$ cat src/core/lxc_params.svh
// Constants for the literal, XOR and configuration-load execution block
// What this block does
// - Load-literal puts its 8-bit immediate into the accumulator; flags stay unchanged.
// - Configuration-load copies the whole accumulator into the timer configuration register.
// - Direction-load copies the accumulator into direction register 6 or 7; no flags.
// - XOR-literal XORs accumulator with immediate, writes accumulator, updates zero flag.
// - XOR-file XORs accumulator with file register 0 to 31, updates zero flag.
// - XOR-file destination bit 0 writes accumulator, bit 1 writes the file register.
`ifndef LXC_PARAMS_SVH
`define LXC_PARAMS_SVH

// ==========================================================================
// Register offsets (byte addresses, low eight address bits)
`define LXC_OFF_INSTR     8'h00
`define LXC_OFF_ACC       8'h04
`define LXC_OFF_CFG       8'h08
`define LXC_OFF_DIR6      8'h0c
`define LXC_OFF_DIR7      8'h10
`define LXC_OFF_STATUS    8'h14
`define LXC_OFF_FILE_BASE 8'h80

// ==========================================================================
// Status fields
`define LXC_ST_ZERO       0
`define LXC_ST_BUSY       1
`define LXC_ST_ILLEGAL    2

// ==========================================================================
// Reset values
`define LXC_RST_ACC       8'h00
`define LXC_RST_CFG       8'hff
`define LXC_RST_DIR       8'hff
`define LXC_RST_INSTR     12'h000

// ==========================================================================
// Instruction encoding
`define LXC_ENC_LOAD_HI   4'hc
`define LXC_ENC_XORL_HI   4'hf
`define LXC_ENC_XORF_HI   6'h06
`define LXC_ENC_NOP       12'h000
`define LXC_ENC_CFG       12'h002
`define LXC_ENC_DIR_HI    9'h000
`define LXC_DIR_SEL_A     3'h6
`define LXC_DIR_SEL_B     3'h7
`define LXC_DEST_BIT      5

// ==========================================================================
// Timing: clock periods per instruction cycle and the last phase index
`define LXC_OSC_PER_INSTR 4
`define LXC_Q_LAST        2'((`LXC_OSC_PER_INSTR) - 1)

`endif

$ cat src/core/lxc_pkg.sv
// Types and the instruction decode function of the execution block
`include "lxc_params.svh"

package lxc_pkg;

  typedef enum logic [2:0] {
    LXC_OP_NOP  = 3'b000,
    LXC_OP_LOAD = 3'b001,
    LXC_OP_CFG  = 3'b010,
    LXC_OP_DIR  = 3'b011,
    LXC_OP_XORL = 3'b100,
    LXC_OP_XORF = 3'b101,
    LXC_OP_BAD  = 3'b110
  } lxc_op_t;

  typedef enum logic {
    LXC_ST_IDLE = 1'b0,
    LXC_ST_RUN  = 1'b1
  } lxc_state_t;

  // ========================================================================
  // Decode
  function automatic lxc_op_t lxc_decode(input logic [11:0] instr);
    lxc_op_t op;
    op = LXC_OP_BAD;
    if (instr[11:8] == `LXC_ENC_LOAD_HI) begin
      op = LXC_OP_LOAD;
    end else if (instr[11:8] == `LXC_ENC_XORL_HI) begin
      op = LXC_OP_XORL;
    end else if (instr[11:6] == `LXC_ENC_XORF_HI) begin
      op = LXC_OP_XORF;
    end else if (instr == `LXC_ENC_NOP) begin
      op = LXC_OP_NOP;
    end else if (instr == `LXC_ENC_CFG) begin
      op = LXC_OP_CFG;
    end else if (instr[11:3] == `LXC_ENC_DIR_HI &&
                 (instr[2:0] == `LXC_DIR_SEL_A || instr[2:0] == `LXC_DIR_SEL_B)) begin
      op = LXC_OP_DIR;
    end
    return op;
  endfunction

endpackage

$ cat src/core/lxc_file_regs.sv
// Thirty-two byte file register array with one write and two read ports
`timescale 1ns/1ps

module lxc_file_regs #(
  parameter int DEPTH = 32,
  parameter int AW    = 5
) (
  // Clock and reset
  input  wire logic          hclk,
  input  wire logic          hresetn,
  // Write port
  input  wire logic          wr_en,
  input  wire logic [AW-1:0] wr_addr,
  input  wire logic [7:0]    wr_data,
  // Read ports
  input  wire logic [AW-1:0] rd_addr_a,
  output logic      [7:0]    rd_data_a,
  input  wire logic [AW-1:0] rd_addr_b,
  output logic      [7:0]    rd_data_b
);

  logic [7:0] mem [DEPTH];

  genvar gi;
  generate
    for (gi = 0; gi < DEPTH; gi++) begin : g_cell
      always_ff @(posedge hclk or negedge hresetn) begin
        if (!hresetn) begin
          mem[gi] <= 8'h00;
        end else if (wr_en && wr_addr == AW'(gi)) begin
          mem[gi] <= wr_data;
        end
      end
    end
  endgenerate

  assign rd_data_a = mem[rd_addr_a];
  assign rd_data_b = mem[rd_addr_b];

endmodule

$ cat src/core/lxc_alu.sv
// Result and flag logic for one instruction
`timescale 1ns/1ps
`include "lxc_params.svh"

module lxc_alu (
  // Operands
  input  wire logic [11:0] instr,
  input  wire logic [7:0]  acc,
  input  wire logic [7:0]  file_val,
  // Results
  output lxc_pkg::lxc_op_t op,
  output logic      [7:0]  result,
  output logic             zero,
  output logic             to_file
);

  wire logic [7:0] lit;
  wire logic [7:0] xor_lit;
  wire logic [7:0] xor_file;

  assign op       = lxc_pkg::lxc_decode(instr);
  assign lit      = instr[7:0];
  assign xor_lit  = acc ^ lit;
  assign xor_file = acc ^ file_val;
  assign result   = (op == lxc_pkg::LXC_OP_LOAD) ? lit :
                    (op == lxc_pkg::LXC_OP_XORL) ? xor_lit :
                    (op == lxc_pkg::LXC_OP_XORF) ? xor_file : acc;
  assign zero     = (result == 8'h00);
  assign to_file  = (op == lxc_pkg::LXC_OP_XORF) && instr[`LXC_DEST_BIT];

endmodule

$ cat src/core/lxc_exec.sv
// Top of the execution block: AHB-Lite register slave and instruction sequencer
//
// Implementation choices: the AHB-Lite interface to the registers and the register offsets.
`timescale 1ns/1ps
`include "lxc_params.svh"

module lxc_exec (
  // Clock and reset
  input  wire logic        hclk,
  input  wire logic        hresetn,
  // AHB-Lite slave
  input  wire logic        hsel,
  input  wire logic [31:0] haddr,
  input  wire logic [1:0]  htrans,
  input  wire logic        hwrite,
  input  wire logic [2:0]  hsize,
  input  wire logic [31:0] hwdata,
  input  wire logic        hready,
  output logic      [31:0] hrdata,
  output logic             hreadyout,
  output logic             hresp,
  // Register contents seen by the rest of the core
  output logic      [7:0]  acc_out,
  output logic      [7:0]  cfg_out,
  output logic      [7:0]  dir6_out,
  output logic      [7:0]  dir7_out,
  output logic             zero_out
);

  // ========================================================================
  // Bus address and data phase
  logic        dp_valid;
  logic        dp_write;
  logic [7:0]  dp_addr;
  logic        dp_mapped;

  wire logic   ap_take;
  wire logic   commit_wr;
  wire logic   stall;

  // Upper address bits beyond the block's window make the access unmapped
  assign ap_take = hsel && htrans[1] && hready;

  // Data-phase registers freeze while hready is low, so a stalled write keeps its target
  always_ff @(posedge hclk or negedge hresetn) begin
    if (!hresetn) begin
      dp_valid  <= 1'b0;
      dp_write  <= 1'b0;
      dp_addr   <= 8'h00;
      dp_mapped <= 1'b0;
    end else if (hready) begin
      dp_valid  <= ap_take;
      dp_write  <= hwrite;
      dp_addr   <= haddr[7:0];
      dp_mapped <= (haddr[31:8] == 24'h000000) && (haddr[1:0] == 2'b00);
    end
  end

  // ========================================================================
  // Sequencer state
  lxc_pkg::lxc_state_t state;
  lxc_pkg::lxc_state_t next_state;
  logic [1:0]  qphase;
  logic [1:0]  next_qphase;
  logic [11:0] instr;
  logic [7:0]  acc;
  logic [7:0]  cfg;
  logic [7:0]  dir6;
  logic [7:0]  dir7;
  logic        zero;
  logic        illegal;

  wire logic   busy;
  wire logic   exec_now;

  assign busy     = (state == lxc_pkg::LXC_ST_RUN);
  assign exec_now = busy && (qphase == `LXC_Q_LAST);

  // Writes wait while an instruction is in flight, so bus and execution never collide
  assign stall     = dp_valid && dp_write && busy;
  assign hreadyout = !stall;
  assign hresp     = 1'b0;
  assign commit_wr = dp_valid && dp_write && !busy && dp_mapped;

  // ========================================================================
  // Register select, shared by the write decode and the read mux
  // An unmapped or misaligned access selects nothing: reads give 0, writes vanish
  wire logic   sel_instr;
  wire logic   sel_acc;
  wire logic   sel_cfg;
  wire logic   sel_dir6;
  wire logic   sel_dir7;
  wire logic   sel_status;
  wire logic   sel_file;

  assign sel_instr  = dp_mapped && (dp_addr == `LXC_OFF_INSTR);
  assign sel_acc    = dp_mapped && (dp_addr == `LXC_OFF_ACC);
  assign sel_cfg    = dp_mapped && (dp_addr == `LXC_OFF_CFG);
  assign sel_dir6   = dp_mapped && (dp_addr == `LXC_OFF_DIR6);
  assign sel_dir7   = dp_mapped && (dp_addr == `LXC_OFF_DIR7);
  assign sel_status = dp_mapped && (dp_addr == `LXC_OFF_STATUS);
  assign sel_file   = dp_mapped && dp_addr[7];

  // ========================================================================
  // Write decode
  wire logic   wr_instr;
  wire logic   wr_acc;
  wire logic   wr_status;
  wire logic   wr_file;
  wire lxc_pkg::lxc_op_t issue_op;

  assign wr_instr  = commit_wr && sel_instr;
  assign wr_acc    = commit_wr && sel_acc;
  assign wr_status = commit_wr && sel_status;
  assign wr_file   = commit_wr && sel_file;
  assign issue_op  = lxc_pkg::lxc_decode(hwdata[11:0]);

  // ========================================================================
  // Execution datapath
  lxc_pkg::lxc_op_t op;
  logic [7:0]  result;
  logic        res_zero;
  logic        to_file;
  logic [7:0]  file_a;
  logic [7:0]  file_b;

  lxc_alu u_alu (
    .instr    (instr),
    .acc      (acc),
    .file_val (file_a),
    .op       (op),
    .result   (result),
    .zero     (res_zero),
    .to_file  (to_file)
  );

  wire logic       fw_en;
  wire logic [4:0] fw_addr;
  wire logic [7:0] fw_data;

  // One write port serves bus and execution; they never meet because writes stall
  assign fw_en   = (exec_now && to_file) || wr_file;
  assign fw_addr = exec_now ? instr[4:0] : dp_addr[6:2];
  assign fw_data = exec_now ? result : hwdata[7:0];

  // Two read ports: execution reads its operand while the bus reads another cell
  lxc_file_regs #(
    .DEPTH (32),
    .AW    (5)
  ) u_file (
    .hclk      (hclk),
    .hresetn   (hresetn),
    .wr_en     (fw_en),
    .wr_addr   (fw_addr),
    .wr_data   (fw_data),
    .rd_addr_a (instr[4:0]),
    .rd_data_a (file_a),
    .rd_addr_b (dp_addr[6:2]),
    .rd_data_b (file_b)
  );

  // ========================================================================
  // Next-state selection
  // True for the two XOR forms, the only ones that move the zero flag
  function automatic logic is_xor(input lxc_pkg::lxc_op_t o);
    return (o == lxc_pkg::LXC_OP_XORL) || (o == lxc_pkg::LXC_OP_XORF);
  endfunction

  wire logic acc_from_exec;
  wire logic zero_upd;
  wire logic dir_hit_a;
  wire logic exec_cfg;
  wire logic exec_dir;
  wire logic issue_bad;
  wire logic clear_bad;

  assign acc_from_exec = exec_now && !to_file &&
                         (op == lxc_pkg::LXC_OP_LOAD || is_xor(op));
  // Only the two XOR forms touch the zero flag; loads leave it alone
  assign zero_upd      = exec_now && is_xor(op);
  assign dir_hit_a     = (instr[2:0] == `LXC_DIR_SEL_A);
  // Moves copy the accumulator as it stood before this instruction
  assign exec_cfg      = exec_now && (op == lxc_pkg::LXC_OP_CFG);
  assign exec_dir      = exec_now && (op == lxc_pkg::LXC_OP_DIR);
  // An unknown code is flagged at issue, then runs its four cycles as a no-op
  assign issue_bad     = wr_instr && (issue_op == lxc_pkg::LXC_OP_BAD);
  assign clear_bad     = wr_status && hwdata[`LXC_ST_ILLEGAL];

  // The phase counter only runs while busy and is parked at zero when idle
  always_comb begin
    next_state  = state;
    next_qphase = qphase;
    unique case (state)
      lxc_pkg::LXC_ST_IDLE: begin
        next_qphase = 2'd0;
        if (wr_instr) begin
          next_state = lxc_pkg::LXC_ST_RUN;
        end
      end
      lxc_pkg::LXC_ST_RUN: begin
        next_qphase = qphase + 2'd1;
        if (exec_now) begin
          next_state  = lxc_pkg::LXC_ST_IDLE;
          next_qphase = 2'd0;
        end
      end
    endcase
  end

  // ========================================================================
  // Sequencer and architectural registers
  // Bus writes stall while busy, so bus and execution never write one register together
  always_ff @(posedge hclk or negedge hresetn) begin
    if (!hresetn) begin
      state  <= lxc_pkg::LXC_ST_IDLE;
      qphase <= 2'd0;
    end else begin
      state  <= next_state;
      qphase <= next_qphase;
    end
  end

  always_ff @(posedge hclk or negedge hresetn) begin
    if (!hresetn) begin
      instr <= `LXC_RST_INSTR;
    end else if (wr_instr) begin
      instr <= hwdata[11:0];
    end
  end

  always_ff @(posedge hclk or negedge hresetn) begin
    if (!hresetn) begin
      acc <= `LXC_RST_ACC;
    end else if (acc_from_exec) begin
      acc <= result;
    end else if (wr_acc) begin
      acc <= hwdata[7:0];
    end
  end

  always_ff @(posedge hclk or negedge hresetn) begin
    if (!hresetn) begin
      cfg <= `LXC_RST_CFG;
    end else if (exec_cfg) begin
      cfg <= acc;
    end
  end

  always_ff @(posedge hclk or negedge hresetn) begin
    if (!hresetn) begin
      dir6 <= `LXC_RST_DIR;
      dir7 <= `LXC_RST_DIR;
    end else if (exec_dir) begin
      if (dir_hit_a) begin
        dir6 <= acc;
      end else begin
        dir7 <= acc;
      end
    end
  end

  always_ff @(posedge hclk or negedge hresetn) begin
    if (!hresetn) begin
      zero <= 1'b0;
    end else if (zero_upd) begin
      zero <= res_zero;
    end
  end

  // Sticky flag for an unknown code; a new bad issue beats a clear in the same cycle
  always_ff @(posedge hclk or negedge hresetn) begin
    if (!hresetn) begin
      illegal <= 1'b0;
    end else if (issue_bad) begin
      illegal <= 1'b1;
    end else if (clear_bad) begin
      illegal <= 1'b0;
    end
  end

  // ========================================================================
  // Read mux over stored state, taken in the data phase
  // Reads never stall, so a poll of the busy bit answers in one data phase
  wire logic [7:0] status_val;
  wire logic [31:0] rd_val;

  assign status_val[`LXC_ST_ZERO]    = zero;
  assign status_val[`LXC_ST_BUSY]    = busy;
  assign status_val[`LXC_ST_ILLEGAL] = illegal;
  assign status_val[7:3]             = 5'h00;
  assign rd_val =
    sel_file   ? {24'h000000, file_b} :
    sel_instr  ? {20'h00000, instr} :
    sel_acc    ? {24'h000000, acc} :
    sel_cfg    ? {24'h000000, cfg} :
    sel_dir6   ? {24'h000000, dir6} :
    sel_dir7   ? {24'h000000, dir7} :
    sel_status ? {24'h000000, status_val} : 32'h00000000;

  assign hrdata   = (dp_valid && !dp_write) ? rd_val : 32'h00000000;
  assign acc_out  = acc;
  assign cfg_out  = cfg;
  assign dir6_out = dir6;
  assign dir7_out = dir7;
  assign zero_out = zero;

endmodule

$ cat config.mk
export PLATFORM = sky130hd
export DESIGN_NAME = lxc_exec
export DESIGN_NICKNAME = d
export VERILOG_FILES = /design/src/core/lxc_pkg.sv /design/src/core/lxc_file_regs.sv /design/src/core/lxc_alu.sv /design/src/core/lxc_exec.sv
export VERILOG_INCLUDE_DIRS = /design/src /design/src/core
export SDC_FILE = /design/constraint.sdc
export NUM_CORES = 1
export LEC_CHECK = 0
export BUFFER_PORTS_ARGS = -buffer_cell sky130_fd_sc_hd__buf_2
export CORE_ASPECT_RATIO = 1.25
export CORE_MARGIN = 2
export CORE_UTILIZATION = 50
export CTS_CLUSTER_SIZE = 28
export DETAILED_ROUTE_END_ITERATION = 7
export HOLD_SLACK_MARGIN = 0.15
export PLACE_DENSITY = 0.73
export SYNTH_ARGS = -nofsm -noshare
export SYNTH_HDL_FRONTEND = slang
export SYNTH_HIERARCHICAL = 1
export SYNTH_SLANG_ARGS = --single-unit
$ cat constraint.sdc
create_clock -name hclk -period 4.2 [get_ports hclk]
set_input_delay 0.21 -clock hclk [delete_from_list [all_inputs] [get_ports hclk]]
set_output_delay 0.21 -clock hclk [all_outputs]
set_load 0.05 [all_outputs]
==> results.md <==
- Status: completed
- First-pass GRT wire length: 69,500 um
- Synth cell types: 65
- Fin Setup TNS: 0 ns
- Drt initial violations: 1,048
- Reg2Reg Depth: 9
- Slew @ Worst Pin: 0.833 ns
- Overflow after GRT: 0
- Leakage power: 9.15 nW
- Most used DFF post-synth: dfrtp_1
- Final setup violation count: 0
- Power per standard cell area: 327 mW/mm2
- Most common cell after layout, fill and taps aside: mux2_2
- Routed WL per cell: about 25 um
- Dpl cell area: between 0.015 and 0.02 mm2
- Detailed Place HPWL: 31,200 um
- Chip height: 214 um
- CTS root buf: clkbuf_16
- Commonest cells after routing, fill and taps aside: 320 x mux2_2, 287 x dfrtp_1, 160 x mux4_2, 94 x buf_2, 49 x nand2_1
- Worst skew pair latency: 0.57 ns
- Tcrit/Tclk final: 0.922
- Tmin final: ~3.9 ns
- Peak VDD IR: 307 uV
- Cts hold-fix bufs: 38
- Placeable Area: roughly 0.035 mm2
- Max clock buf depth: 3
- Via count: 11,400
- Worst setup SP type: register
- RSZ-0062 raised after global routing: no
- Initial antenna violation count: 0
- Gr usage total: 0.250
- Pre-CTS setup slack: 0.352 ns
- CTS resizes: 0
- Die ar.: 0.0366 mm2
- Max Fclk: between 200 and 300 MHz
- Sequential-to-total area share from yosys stat: 0.452
- Synth Register Bits: 316
- CTS buffer count: 31
- Setup crit end kind: output port
- Mapped cell area: 0.0176 mm2
- CTS tree: yes
- CTS clk-pin slew, worst paths: 0.06 ns
- Setup CP Type: reg2out
- Setup WS post-layout: 0.330 ns
- Die Span X: 172 um
- Nets: 1,408
- Max_cap viols: 0
- Slew HR: 0.442
- Vias per cell: 6.23
- Synth warn: 6
- Hold Crit Class: in2async
- Asr flop ratio synth: 1.00
- Slew Limit Fails: 0
- Final hold vios: 0
- Worst Path Arrival: 3.66 ns
- Worst R2R End: zero_out
- Drt total wl: 44,800 um
- Vias in the first global route: 11,800
- I/O pin count: 141
- CTS sink count: between 300 and 400
- Share of layout cells above drive strength 1: 0.539
- CP Max Fanout: 23
- Critical R2R Launch: instr[1]
- 1st-pass router iterations: 7
- Drc violations: 0
- Setup bufs post-CTS: 0
- Final design area excluding fillers: approximately 0.020 mm2
- Post-Route Utilization: 0.584
- H-Tree Depth: 1
- Port Buf Inserts: 95
- Register-to-register setup slack: 0.34 ns
- Number of synthesized flops with an enable pin: 0
- Worst path required time: 3.99 ns
- Antenna Cells: 0
- Avg Cell Area, Syn: approximately 15 um2
- Starting Density: 0.509
- Ranking of synthesized cells by area: dfrtp_1 42%, mux2_2 21%, mux4_2 21%
- Gate count of the mapped netlist: 1,203
- Final Wtd Congestion: a little over 0.9
- Synth area leader: dfrtp_1
- Post-synth top area share: 0.416
- ANT nets after route: 0
- Largest net degree at the start of global routing: 110
- # rows: between 70 and 80
- Fillers: 2,615
- Area delta synth->final: 14.8%
- Clk_skew: about 0.015 ns
## power breakdown
part | leakage [nW] | total [mW] | switching (mW) | internal (mW)
clock | 0.516 | 2.88 | 1.20 | 1.68
combinational | 4.41 | 0.586 | 0.351 | 0.235
sequential | 4.23 | 3.13 | 0.0657 | 3.06
total | 9.15 | 6.59 | 1.62 | 4.97
## area by class of cell
class                      count  area (um2)  area share
clock buffer                  42         897      0.0445
clock inverter                13         159     0.00788
inverter                       9        33.8     0.00168
multi-input combinational    784        9070       0.450
sequential                   316        7950       0.394
tap                          468         586      0.0290
timing repair buffer         191        1460      0.0726
## registers in the layout, summed over array words and instances, names as in the netlist, 2 cells and up
register,cells
acc_out,8
dir7_out,8
cfg_out,8
u_file/mem,256
dp_addr,8
dir6_out,8
instr,12
qphase,2
## logic make-up (layout without fill, tap and decap cells)
| logic type | Yosys count | in the layout | share of synthesized area |
|---|---|---|---|
| muxes | 495 | 495 | 0.419 |
| other | 1 | 21 | 0.000214 |
| buffers and inverters | 123 | 255 | 0.0361 |
| xor gates and xnor gates | 1 | 1 | 0.000499 |
| adders and majority gates | 1 | 1 | 0.000712 |
| and+or+nand+nor | 161 | 161 | 0.0537 |
| AOI/OAI and AO/OA | 105 | 105 | 0.0377 |
| DFF | 316 | 316 | 0.452 |
## how the worst max path moves through the flow
stage                           from               to  cells past startpoint
after detailed placement    instr[1]         zero_out                      9
after CTS                 dp_addr[3]        hrdata[1]                      6
after global routing      dp_addr[3]        hrdata[1]                      6
final                     dp_addr[3]        hrdata[1]                      6
after floorplan             instr[2]  u_file/mem[175]                     11
after global placement      instr[1]         zero_out                      9
## critical path: stages, from the launching register on
cell	delay [ns]
dfrtp_4	0.75
buf_4	0.33
mux4_2	0.56
mux4_2	0.52
mux2_2	0.32
a221o_1	0.35
buf_2	0.22
## layer usage
metal	vias to the layer above	GRT usage	part of all wire
met1	5961	0.320	0.40
met2	421	0.428	0.50
met3	94	0.0288	0.055
met5	-	0	0
met4	0	0.113	0.046
li1	4888	-	-
## per-stage QoR
step                hold slack [ns]  power, mW  instances
finish                        0.299       6.59       1823
global placement              0.323       3.73       1730
global route                  0.378       6.81       1823
CTS                           0.321       6.64       1823
detailed placement            0.331       3.74       1730
floorplan                   -0.0856       3.52       1223
## cells in the mapped netlist (8+ instances only)
library cell / instances
o21ai_0: 39
a21oi_1: 21
nor2_1: 30
buf_4: 34
mux4_2: 160
buf_2: 12
buf_1: 19
nand2_1: 49
mux2_2: 320
inv_1: 9
nand2b_1: 8
dfstp_2: 24
clkbuf_1: 45
mux2i_1: 13
dfrtp_1: 292
Note: power is estimated with default switching activity, not from simulation.
